**src/rtl/port_link_pkg.sv**
```systemverilog
// Purpose: Shared constants, types and register map for per-port link management.
// Assumes: 10 MHz core clock; port 0 is the upstream port, ports 1 to 3 downstream.
// Notes: Counts above 4096 cycles are overridable parameters of the top module.
package port_link_pkg;

  localparam int unsigned NUM_PORTS = 4;
  localparam int unsigned CLK_PERIOD_NS = 100;

  // Indicator timing
  localparam int unsigned ACT_HOLD_MS = 200;
  localparam int unsigned ACT_HOLD_CYCLES = ACT_HOLD_MS * 1000000 / CLK_PERIOD_NS;
  localparam int unsigned EXP_UPDATE_MS = 40;
  localparam int unsigned EXP_UPDATE_CYCLES = EXP_UPDATE_MS * 1000000 / CLK_PERIOD_NS;
  localparam int unsigned CNT_W = 22;

  // L1 entry timer granularity: one field step is one microsecond
  localparam int unsigned L1_ENTRY_TIMER_UNIT_NS = 1000;
  localparam int unsigned L1_ENTRY_TIMER_UNIT_CYCLES = (L1_ENTRY_TIMER_UNIT_NS + CLK_PERIOD_NS - 1) / CLK_PERIOD_NS;
  localparam int unsigned L1_CNT_W = 16;

  // Register offsets
  localparam logic [7:0] ADDR_CTRL = 8'h00;
  localparam logic [7:0] ADDR_DEVCAP = 8'h04;
  localparam logic [7:0] ADDR_SLOTCAP1 = 8'h08;
  localparam logic [7:0] ADDR_SLOTCAP2 = 8'h0C;
  localparam logic [7:0] ADDR_SLOTCAP3 = 8'h10;
  localparam logic [7:0] ADDR_STATUS = 8'h14;

  // Field positions
  localparam int unsigned CTRL_L1_ENTRY_TIMER_LSB = 0;
  localparam int unsigned CTRL_D3HOT_LSB = 8;
  localparam int unsigned DEVCAP_SCALE_LSB = 0;
  localparam int unsigned DEVCAP_VALUE_LSB = 8;
  localparam int unsigned STAT_UP_LSB = 0;
  localparam int unsigned STAT_DOWN_LSB = 4;
  localparam int unsigned STAT_L1_LSB = 8;
  localparam int unsigned STAT_PM_LSB = 12;

  // Values after reset
  localparam logic [7:0] L1_ENTRY_TIMER_RST = 8'h10;
  localparam logic [3:0] D3HOT_RST = 4'h0;
  localparam logic [31:0] SLOTCAP_RST = 32'h0000_0000;

  typedef enum logic [3:0] {
    LT_DETECT = 4'h0,
    LT_POLLING = 4'h1,
    LT_CONFIG = 4'h2,
    LT_L0 = 4'h3,
    LT_L0S = 4'h4,
    LT_L1 = 4'h5,
    LT_L2 = 4'h6,
    LT_RECOVERY = 4'h7,
    LT_DISABLED = 4'h8,
    LT_LOOPBACK = 4'h9,
    LT_HOT_RESET = 4'hA
  } ltssm_t;

  typedef enum logic [1:0] {
    PM_ACTIVE = 2'b00,
    PM_L23_READY = 2'b01,
    PM_L2 = 2'b11
  } pm_t;

  typedef enum logic [1:0] {
    L1_IDLE = 2'b00,
    L1_REQ = 2'b01,
    L1_IN = 2'b11,
    L1_L0S = 2'b10
  } l1_t;

  typedef struct packed {
    ltssm_t ltssm;
    logic tlp_seen;
    logic tlp_vendor;
    logic turn_off_ack;
    logic main_pwr_off;
    logic route_req;
    logic route_is_cfg;
  } port_in_t;

  typedef struct packed {
    logic flush;
    logic fc_adv;
    logic slot_pwr_send;
    logic route_ur;
    logic link_quiet;
    logic l1_direct;
  } port_out_t;

  typedef struct packed {
    logic rx_l0s;
    logic dllp_pend;
    logic tlp_pend;
    logic credit_ok;
    logic partner_ack;
    logic partner_nak;
  } up_l1_in_t;

  typedef struct packed {
    logic valid;
    logic [7:0] byte0;
    logic [7:0] byte1;
  } spl_msg_t;

  typedef struct packed {
    logic frst_meta;
    logic frst_sync;
    logic [31:0] rdata;
    logic [7:0] l1_timer;
    logic [3:0] d3hot;
    logic [7:0] cap_scale;
    logic [1:0] cap_value;
    logic [2:0][31:0] slotcap;
    logic [3:0] prev_up;
    logic [3:0] flush;
    logic [3:0] fc_adv;
    logic [3:0] spl_send;
    logic [3:0] act_ind_n;
    logic [3:0] up_ind_n;
    logic [3:0][CNT_W-1:0] hold;
    logic [CNT_W-1:0] tick_cnt;
    pm_t [3:0] pm;
    l1_t l1;
    logic [L1_CNT_W-1:0] l1_cnt;
  } state_t;

endpackage : port_link_pkg

```
**src/rtl/port_link_mgmt.sv**
```systemverilog
// Purpose: Link-down handling, slot power limit, link power states, upstream L1
//   entry and link-up / activity indicators for a four-port switch.
// Assumes: LTSSM, TLP and DLLP status come from core-clock logic; only the
//   fundamental reset pin is asynchronous.
// Notes: Indicators change only on the expander update tick.
// Contract
// - Link falling drops every queued TLP received on that port.
// - TLPs aimed at a link-down port are answered Unsupported Request.
// - Config accesses to a downstream bridge complete while its link is down.
// - Link coming up advertises flow control credits.
// - Received slot power message byte 0 stored as captured scale.
// - Received slot power message byte 1 bits 1:0 stored as captured value.
// - Slot capabilities write with link up sends a slot power message.
// - Downstream link becoming operational sends a slot power message.
// - L2/L3 Ready only after turn-off acknowledge; then link carries nothing.
// - L2 is left only by fundamental reset.
// - D3hot places the link in L1, besides automatic entry.
// - Link down reported for Detect, Polling, Config, Disabled, Loopback, Hot-Reset.
// - L1 needs rx lane in L0s, no DLLPs, no TLPs or no credits.
// - Conditions must hold for the programmed entry timer before requesting L1.
// - In L0/L0s request L1; ack enters L1, otherwise L0s.
// - Only the upstream port requests L1.
// - Upstream asks L1 only when active, linked downstream ports sit in L1.
// - Link-up indicator asserted in L0, L0s, L1, Recovery; else negated.
// - Activity indicator asserts on any non-vendor TLP sent or received.
// - Activity stays asserted at least 200 ms, restarted by each TLP.
// - Indicator outputs update no more often than every 40 ms.
`timescale 1ns/1ps
`default_nettype none

module port_link_mgmt
  import port_link_pkg::*;
#(
  parameter int unsigned P_ACT_HOLD = ACT_HOLD_CYCLES,
  parameter int unsigned P_TICK = EXP_UPDATE_CYCLES
)
(
  input wire logic i_clk,
  input wire logic i_nrst,
  input wire logic i_fundamental_reset_n,
  input wire logic [7:0] i_addr,
  input wire logic [31:0] i_wdata,
  input wire logic i_wr,
  input wire logic i_rd,
  output logic [31:0] o_rdata,
  input wire port_in_t [3:0] i_port,
  output port_out_t [3:0] o_port,
  input wire up_l1_in_t i_up,
  input wire spl_msg_t i_spl,
  output logic o_up_l1_req,
  output logic [3:0] o_port_link_up_ind_n,
  output logic [3:0] o_port_activity_ind_n
);

  if (P_ACT_HOLD < 1 || P_ACT_HOLD >= (1 << CNT_W))
  begin : g_bad_hold
    $error("P_ACT_HOLD out of counter range");
  end
  if (P_TICK < 1 || P_TICK > (1 << CNT_W))
  begin : g_bad_tick
    $error("P_TICK out of counter range");
  end

  state_t st;
  state_t next_st;
  logic [3:0] lu;
  logic [3:0] ld;
  logic [3:0] in_l1;
  logic [3:0] act_ev;
  logic [3:0] slot_wr;
  logic tick;
  logic ds_ok;
  logic l1_cond;
  logic [L1_CNT_W-1:0] l1_limit;

  for (genvar p = 0; p < NUM_PORTS; p++)
  begin : g_port
    always_comb
    begin
      unique case (i_port[p].ltssm)
        LT_L0, LT_L0S, LT_L1, LT_RECOVERY:
        begin
          lu[p] = 1'b1;
          ld[p] = 1'b0;
        end
        LT_DETECT, LT_POLLING, LT_CONFIG, LT_DISABLED, LT_LOOPBACK, LT_HOT_RESET:
        begin
          lu[p] = 1'b0;
          ld[p] = 1'b1;
        end
        default:
        begin
          lu[p] = 1'b0;
          ld[p] = 1'b0;
        end
      endcase
    end
    assign in_l1[p] = (i_port[p].ltssm == LT_L1);
    // Vendor defined messages never light the activity indicator
    assign act_ev[p] = i_port[p].tlp_seen & ~i_port[p].tlp_vendor;
    assign o_port[p].flush = st.flush[p];
    assign o_port[p].fc_adv = st.fc_adv[p];
    assign o_port[p].slot_pwr_send = st.spl_send[p];
    // Config to the bridge itself is served locally, never rejected
    assign o_port[p].route_ur = i_port[p].route_req & ~i_port[p].route_is_cfg & ld[p];
    assign o_port[p].link_quiet = (st.pm[p] != PM_ACTIVE);
    assign o_port[p].l1_direct = st.d3hot[p] & lu[p] & ~in_l1[p]
      & (st.pm[p] == PM_ACTIVE);
  end

  assign slot_wr = {i_wr && (i_addr == ADDR_SLOTCAP3), i_wr && (i_addr == ADDR_SLOTCAP2),
                    i_wr && (i_addr == ADDR_SLOTCAP1), 1'b0};
  assign tick = (st.tick_cnt == '0);
  // Ports in D3 or link-down are not waited for
  assign ds_ok = &(st.d3hot[3:1] | ld[3:1] | in_l1[3:1]);
  assign l1_cond = i_up.rx_l0s & ~i_up.dllp_pend & (~i_up.tlp_pend | ~i_up.credit_ok)
    & ds_ok & (i_port[0].ltssm == LT_L0 || i_port[0].ltssm == LT_L0S)
    & (st.pm[0] == PM_ACTIVE);
  assign l1_limit = L1_CNT_W'(st.l1_timer) * L1_CNT_W'(L1_ENTRY_TIMER_UNIT_CYCLES);

  assign o_rdata = st.rdata;
  assign o_up_l1_req = (st.l1 == L1_REQ);
  assign o_port_link_up_ind_n = st.up_ind_n;
  assign o_port_activity_ind_n = st.act_ind_n;

  always_comb
  begin
    next_st = st;
    next_st.frst_meta = i_fundamental_reset_n;
    next_st.frst_sync = st.frst_meta;
    next_st.rdata = '0;

    if (i_wr && i_addr == ADDR_CTRL)
    begin
      next_st.l1_timer = i_wdata[CTRL_L1_ENTRY_TIMER_LSB +: 8];
      next_st.d3hot = i_wdata[CTRL_D3HOT_LSB +: 4];
    end
    for (int k = 0; k < 3; k++)
    begin
      if (slot_wr[k + 1])
      begin
        next_st.slotcap[k] = i_wdata;
      end
    end
    if (i_rd)
    begin
      unique case (i_addr)
        ADDR_CTRL:
        begin
          next_st.rdata[CTRL_L1_ENTRY_TIMER_LSB +: 8] = st.l1_timer;
          next_st.rdata[CTRL_D3HOT_LSB +: 4] = st.d3hot;
        end
        ADDR_DEVCAP:
        begin
          next_st.rdata[DEVCAP_SCALE_LSB +: 8] = st.cap_scale;
          next_st.rdata[DEVCAP_VALUE_LSB +: 2] = st.cap_value;
        end
        ADDR_SLOTCAP1: next_st.rdata = st.slotcap[0];
        ADDR_SLOTCAP2: next_st.rdata = st.slotcap[1];
        ADDR_SLOTCAP3: next_st.rdata = st.slotcap[2];
        ADDR_STATUS:
        begin
          next_st.rdata[STAT_UP_LSB +: 4] = lu;
          next_st.rdata[STAT_DOWN_LSB +: 4] = ld;
          next_st.rdata[STAT_L1_LSB +: 2] = st.l1;
          next_st.rdata[STAT_PM_LSB +: 8] = st.pm;
        end
        default: next_st.rdata = '0;
      endcase
    end

    if (i_spl.valid)
    begin
      next_st.cap_scale = i_spl.byte0;
      next_st.cap_value = i_spl.byte1[1:0];
    end

    for (int p = 0; p < NUM_PORTS; p++)
    begin
      next_st.prev_up[p] = lu[p];
      next_st.flush[p] = st.prev_up[p] & ~lu[p];
      // No credit update or message once turn-off has been acknowledged
      next_st.fc_adv[p] = ~st.prev_up[p] & lu[p] & (st.pm[p] == PM_ACTIVE);
      // Upstream port receives the message, never sends it
      next_st.spl_send[p] = (p != 0) && (st.pm[p] == PM_ACTIVE)
        && ((~st.prev_up[p] & lu[p])
        || (slot_wr[p] & lu[p]));

      if (act_ev[p])
      begin
        next_st.hold[p] = CNT_W'(P_ACT_HOLD);
      end
      else if (st.hold[p] != '0)
      begin
        next_st.hold[p] = st.hold[p] - 1'b1;
      end
      // Outputs may only move on the expander tick
      if (tick)
      begin
        next_st.up_ind_n[p] = ~lu[p];
        next_st.act_ind_n[p] = ~(act_ev[p] | (st.hold[p] != '0));
      end

      unique case (st.pm[p])
        PM_ACTIVE:
        begin
          if (i_port[p].turn_off_ack)
          begin
            next_st.pm[p] = PM_L23_READY;
          end
        end
        PM_L23_READY:
        begin
          if (i_port[p].main_pwr_off)
          begin
            next_st.pm[p] = PM_L2;
          end
        end
        PM_L2: next_st.pm[p] = PM_L2;
        default: next_st.pm[p] = PM_ACTIVE;
      endcase
      if (!st.frst_sync)
      begin
        next_st.pm[p] = PM_ACTIVE;
      end
    end

    next_st.tick_cnt = tick ? CNT_W'(P_TICK - 1) : st.tick_cnt - 1'b1;

    unique case (st.l1)
      L1_IDLE:
      begin
        if (!l1_cond)
        begin
          next_st.l1_cnt = '0;
        end
        else if (st.l1_cnt >= l1_limit)
        begin
          next_st.l1 = L1_REQ;
          next_st.l1_cnt = '0;
        end
        else
        begin
          next_st.l1_cnt = st.l1_cnt + 1'b1;
        end
      end
      L1_REQ:
      begin
        if (i_up.partner_ack)
        begin
          next_st.l1 = L1_IN;
        end
        else if (i_up.partner_nak)
        begin
          next_st.l1 = L1_L0S;
        end
      end
      L1_IN:
      begin
        if (i_port[0].ltssm == LT_RECOVERY || ld[0])
        begin
          next_st.l1 = L1_IDLE;
        end
      end
      L1_L0S: next_st.l1 = L1_IDLE;
    endcase
  end

  always_ff @(posedge i_clk)
  begin
    if (!i_nrst)
    begin
      st <= '0;
      st.frst_meta <= 1'b1;
      st.frst_sync <= 1'b1;
      st.l1_timer <= L1_ENTRY_TIMER_RST;
      st.d3hot <= D3HOT_RST;
      st.slotcap <= {3{SLOTCAP_RST}};
      st.act_ind_n <= 4'hF;
      st.up_ind_n <= 4'hF;
    end
    else
    begin
      st <= next_st;
    end
  end
endmodule : port_link_mgmt

`default_nettype wire

```
**config.mk**
```make
export PLATFORM = sky130hd
export DESIGN_NAME = port_link_mgmt
export DESIGN_NICKNAME = d
export VERILOG_FILES = /design/src/rtl/port_link_pkg.sv /design/src/rtl/port_link_mgmt.sv
export SDC_FILE = /design/constraint.sdc
export NUM_CORES = 1
export LEC_CHECK = 0
export ABC_AREA = 0
export BUFFER_PORTS_ARGS = -buffer_cell sky130_fd_sc_hd__buf_2
export CAP_MARGIN = 20
export CELL_PAD_IN_SITES_DETAIL_PLACEMENT = 1
export CELL_PAD_IN_SITES_GLOBAL_PLACEMENT = 1
export CORE_MARGIN = 4
export CORE_UTILIZATION = 44
export DETAILED_ROUTE_END_ITERATION = 8
export PLACE_DENSITY_LB_ADDON = 0.1
export SYNTH_ARGS = -nofsm -noshare
export SYNTH_HDL_FRONTEND = slang
export SYNTH_SLANG_ARGS = --single-unit
```
**constraint.sdc**
```tcl
create_clock -name i_clk -period 4.6 [get_ports i_clk]
set_input_delay 0.92 -clock i_clk [delete_from_list [all_inputs] [get_ports i_clk]]
set_output_delay 0.92 -clock i_clk [all_outputs]
set_load 0.03 [all_outputs]
```
# Word-level counts from Yosys, hierarchy flattened
# Memory sizes are Yosys's and may differ from the RTL's.
# Index checks and enable logic that the tools add are counted.
# op_classes
addsub,6
mul,1
n_div,0
order_cmp,1
eq_ne,35
shift,0
muxes,33
bitwise_logic,79
n_reduce_logical,44
# ops
operator,count
$mux W21,8
$sub A22 B1 Y22 const B,5
$reduce_bool A22 Y1,4
$pmux W10 S6,1
$and A1 B1 Y1,44
$pmux W12 S3,1
$mux W16,2
$pmux W8 S4,1
$not A1 Y1,28
$mux W2,13
$eq A4 B3 Y1 const B,6
$pmux W2 S3,4
$logic_not A22 Y1,1
$mux W22,1
$ne A2 B2 Y1 const B,11
$add A16 B1 Y16 const B,1
$eq A8 B4 Y1 const B,2
$eq A8 B5 Y1 const B,2
$ge A16 B12 Y1,1
$pmux W2 S4,2
$reduce_bool A2 Y1,8
$eq A2 B2 Y1 const B,6
$reduce_and A2 Y1,6
$mul A8 B3 Y11 const B,1
other kinds (13),40
# word_totals
register_bits,312
latchBits,0
ram_bits,0
rom_bits,128
n_memories,4
# memory_table
memory,words,width,read_ports,rd_clocked_by_memory_dff,write_ports,line_no,text
(no name shown),16,2,1,0,0,port_link_mgmt.sv:80,unique case (i_port[p].ltssm)
(no name shown),16,2,1,0,0,port_link_mgmt.sv:80,
(no name shown),16,2,1,0,0,port_link_mgmt.sv:80,
(no name shown),16,2,1,0,0,port_link_mgmt.sv:80,

# Longest topological paths before layout
# An unclocked memory read counts as a cell.
# logic_depth
ltp_word,9
depth_mapped,17
depth_no_buf,16

# Worst setup path after synthesis
# OpenSTA, ideal clock, no wires.
# synth_path
kind,register to register
startpoint,register st[273] in the netlist's numbering
endpoint,register st[16] in the netlist's numbering
setup_ps,70
t_arrival_ps,3316
t_required_ps,4530
slack_ps,1214
stages_incl_launch_ff,17
cell_sequence,dfxtp_1 ha_1 ha_1 fa_1 a21oi_1 nor2_1 nor2_1 o21bai_1 a21oi_1 xor2_1 ha_1 nand4_1 nor3_1 nor2_1 o211a_1 or4b_2 a21oi_1
# synth_between
elab_chain_len,4
# synth_rtl
element,line_no,text
start: declaration,port_link_mgmt.sv:64,state_t st;
start signal: assignment,port_link_mgmt.sv:284,st <= next_st;
$mul A8 B3 Y11,port_link_mgmt.sv:119,assign l1_limit = L1_CNT_W'(st.l1_timer) * L1_CNT_W'(L1_ENTRY_TIMER_UNIT_CYCLES);
$ge A16 B12 Y1,port_link_mgmt.sv:237,else if (st.l1_cnt >= l1_limit)
$ne A2 B2 Y1 (no line),--,
$reduce_and A4 Y1 (no line),--,
# No other way between the ends.
# A chain may end at the register's enable or synchronous reset.

# Final worst setup path
# Ends and elaborated chain as after synthesis.

==> summary.md <==
| Metric | Value |
|---|---|
| Result of the run | `complete, no violations` |
| Combinational power share | `0.290` |
| Number of hold buffers added after cts | `0` |
| Violation count after the first detailed-route iteration | `roughly 640` |
| DIE AREA | `approximately 34,000 um2` |
| Commonest cells after routing, fill and taps aside | `sky130_fd_sc_hd__nand2_1, sky130_fd_sc_hd__dfxtp_1, sky130_fd_sc_hd__a21oi_1` |
| Count of different cell masters after synthesis | `71` |
| CTS tree | `built` |
| Antenna violations before repair | `5` |
| Cell-internal power | `approximately 5.8 mW` |
| Port Buf Inserts | `165` |
| Hold/Removal Path Class | `reg -> reg` |
| Row count | `between 60 and 70` |
| # DRC | `0` |
| Total count of max-transition violations in the final report | `0` |
| Maximum net fanout on the critical path | `6` |
| H-Tree Depth | `2` |
| Number of cells produced by synthesis | `1,647` |
| Post-CTS setup buffer count | `0` |
| Longest individual stage delay on the worst path | `0.63 ns` |
| Iteration count of the initial detailed-routing pass | `7` |
| Crit path required time | `slightly above 5 ns` |
| Maximum count of clock buffers along a single path | `3` |
| Average footprint of a synthesized cell | `8.36 um2` |
| Cells along the critical path | `ha_1 -> ha_1 -> fa_1 -> a21oi_1 -> nor2_1 -> nor2_1 -> o21bai_1 -> a21oi_1 -> xor2_1 -> ha_1 -> nand4_1 -> nor3_1 -> nor2_1 -> o211a_1 -> or4b_2 -> a21oi_1` |
| Hold path start | `next_st[310]$_SDFF_PN1_` |
| Clk Tree Root Cell | `sky130_fd_sc_hd__clkbuf_16` |
| Clock latency reported for the late side of the worst-skew pair | `0.51 ns` |
| Number of global-route vias before repair | `about 12,000` |
| Share of flip-flops with an asynchronous set or reset | `0` |
| FILL cells | `3,708` |
| Tmin final | `3.75 ns` |
| Final setup violation count | `0` |
| Worst Skew | `0.00874 ns` |
| Net Sw Power | `2.89 mW` |
| Yosys Warn Count | `0` |
| Unrepaired setup endpoints after global routing | `false` |
| Number of cells upsized or downsized after cts | `0` |
| Via-per-instance ratio | `5.47` |
| Worst flop-to-flop path startpoint | `st[273]$_SDFFE_PN0P_` |
| Routed wire length per instance | `18.4 um` |
| Maximum capacitance violations | `0` |
| Die Span X | `~180 um` |
| Area inside the core boundary | `~31,000 um2` |
| Register clock-pin slew on the reported worst setup and hold paths | `~0.06 ns` |
| Mapped Area | `around 14,000 um2` |
| Leakage component of the power | `6.05 nW` |
| HPWL Detailed | `27,500 um` |
| Drt total wl | `39,500 um` |
| Most common cell after layout, fill and taps aside | `sky130_fd_sc_hd__nand2_1` |
| Sequential share of the synthesized area | `0.452` |
| Endpoints failing hold | `0` |
| Net count, final | `1,874` |
| Pin count of the biggest net entering global routing | `67` |
| Actual slew at the worst max-slew pin | `around 0.94 ns` |
| Cell with the biggest individual delay on the critical path | `sky130_fd_sc_hd__or4b_2` |
| Count of antenna-violating nets left after detailed routing | `0` |
| Wire length of the first global-routing pass | `~63,000 um` |
| Most used DFF post-synth | `sky130_fd_sc_hd__dfxtp_1` |
| Starting density of the core | `0.448` |
| Setup Total Neg Slack | `0 ns` |
| Startpoint kind of the worst setup timing path | `flop` |
| Final critical-path share of the clock period | `0.815` |
| Critical path class | `reg -> reg` |
| Timing startpoint of the critical path | `st[273]$_SDFFE_PN0P_` |
| Height of the chip | `185 um` |
| Post-synth EDFFs | `0` |
| Top-level I/O count | `approximately 170` |
| Clock network fraction of design power | `0.314` |
| Cell Pwr Density | `556 nW/um2` |
| Clock tree sinks | `a little over 300` |
| Total Routing Usage GR | `0.227` |
| Maximum vdd drop | `0.308 mV` |
| Peak Freq | `267 MHz` |
| Switching power share of the total | `0.332` |
| Sequential share of power | `0.396` |
| Global-route congestion overflow total | `0` |
| Total CTS buffers | `35` |
| Routability-driven placement congestion ratio | `0.798` |
| Syn-to-layout area delta | `13.6%` |
| Register bit total from synthesis | `a little over 300` |
| Net count after synthesis | `1,785` |
| Fraction of final layout cells sized beyond drive strength 1 | `0.154` |
| Slew Limit Headroom | `0.373` |
| Vias | `11,789` |
| Worst EP arrival | `approximately 4.2 ns` |
| Nature of the critical path endpoint | `flop` |
| Pwr Total | `8.70 mW` |
[kinds of logic (layout without fill, tap and decap cells)]
family,after synthesis,in the layout,share of synthesized area
flops,311,311,0.452
mux,28,28,0.0254
simple gates,686,686,0.236
buf+inv,169,278,0.0628
compound gates,333,333,0.139
fa+ha+maj,30,30,0.0278
xor+xnor,89,89,0.0566
other cells,1,3,0.000272
[synthesized netlist by cell type, drive strengths merged (3+ instances only)]
master | count | share of area
dfxtp | 311 | 0.45
and4b | 4 | 0.0029
nand2b | 22 | 0.010
mux2i | 17 | 0.012
nor4b | 3 | 0.0035
or2 | 5 | 0.0023
and2 | 13 | 0.0059
nand2 | 327 | 0.089
clkbuf | 67 | 0.020
or3 | 16 | 0.0076
nor2b | 7 | 0.0032
nor4 | 26 | 0.013
a41oi | 4 | 0.0025
mux2 | 6 | 0.0049
nand3 | 29 | 0.011
and3b | 7 | 0.0045
and3 | 6 | 0.0027
or4 | 12 | 0.0072
a22o | 5 | 0.0032
nor3 | 39 | 0.015
nand3b | 11 | 0.0063
or3b | 3 | 0.0019
mux4 | 5 | 0.0082
nor3b | 8 | 0.0047
a31oi | 4 | 0.0018
a21oi | 229 | 0.083
o211ai | 9 | 0.0049
a22oi | 18 | 0.0098
nor2 | 134 | 0.037
buf | 66 | 0.033
a222oi | 12 | 0.0087
a211oi | 5 | 0.0027
xnor2 | 50 | 0.032
xor2 | 39 | 0.025
nand4 | 5 | 0.0023
o21ai | 31 | 0.011
ha | 29 | 0.026
o21bai | 3 | 0.0016
nand4b | 6 | 0.0038
inv | 36 | 0.0098
[layer usage]
| layer | vias to the layer above | global-route usage | part of all wire |
|---|---|---|---|
| met1 | 5747 | 0.292 | 0.45 |
| met3 | 61 | 0.0379 | 0.044 |
| met5 | - | 0 | 0.00030 |
| li1 | 5755 | - | - |
| met4 | 2 | 0.0646 | 0.025 |
| met2 | 224 | 0.394 | 0.48 |
[power by group through the flow]
stage | Sequential (mW) | Combinational, mW | Clock (mW)
floorplan | 3.41 | 2.06 | 0
global placement | 3.48 | 2.44 | 0
detailed placement | 3.50 | 2.53 | 0
CTS | 3.45 | 2.55 | 2.79
global route | 3.51 | 2.86 | 2.91
finish | 3.45 | 2.53 | 2.73
[layout make-up]
| type | instances | area (um2) | area share |
|---|---|---|---|
| antenna | 2 | 5.00 | 0.000320 |
| clock buffer | 50 | 1020 | 0.0655 |
| clock inverter | 7 | 85.1 | 0.00544 |
| inverter | 36 | 138 | 0.00880 |
| multi-input combinational | 1167 | 6680 | 0.428 |
| sequential | 311 | 6230 | 0.398 |
| tap | 396 | 495 | 0.0317 |
| timing repair buffer | 185 | 976 | 0.0624 |
[critical path: cells and delay by family (launching register included)]
family | cells | cell delay, ns
simple gates | 6 | 1.21
xor+xnor | 1 | 0.11
fa+ha+maj | 4 | 1.26
flops | 1 | 0.34
compound gates | 5 | 0.75
[path summary, 6_finish.rpt]
check | to | slack (ns) | cells after the start
max | st[16]$_SDFFE_PN0P_ | 0.85 | 16
min | st[310]$_SDFF_PN1_ | 0.42 | 1
max reg2reg | st[16]$_SDFFE_PN0P_ | 0.85 | 16
min reg2reg | st[310]$_SDFF_PN1_ | 0.42 | 1
[flip-flops by register name, summed over array words and instances, names as in the netlist]
register	flops
o_port_link_up_ind_n	4
o_rdata	32
next_st	1
o_port	11
o_port_activity_ind_n	4
st	259
[stage by stage]
stage	util	area, um2	setup WS (ns)	hold WS, ns	cells
after global placement	0.472	14500	0.948	0.404	2095
after global routing	0.508	15600	0.581	0.440	2154
after CTS	0.508	15600	0.877	0.421	2152
after detailed placement	0.472	14500	0.898	0.402	2095
final	0.508	15600	0.852	0.417	2154
after floorplan	-	13800	1.21	0.386	1647
Power figures use the tool's default switching activity.
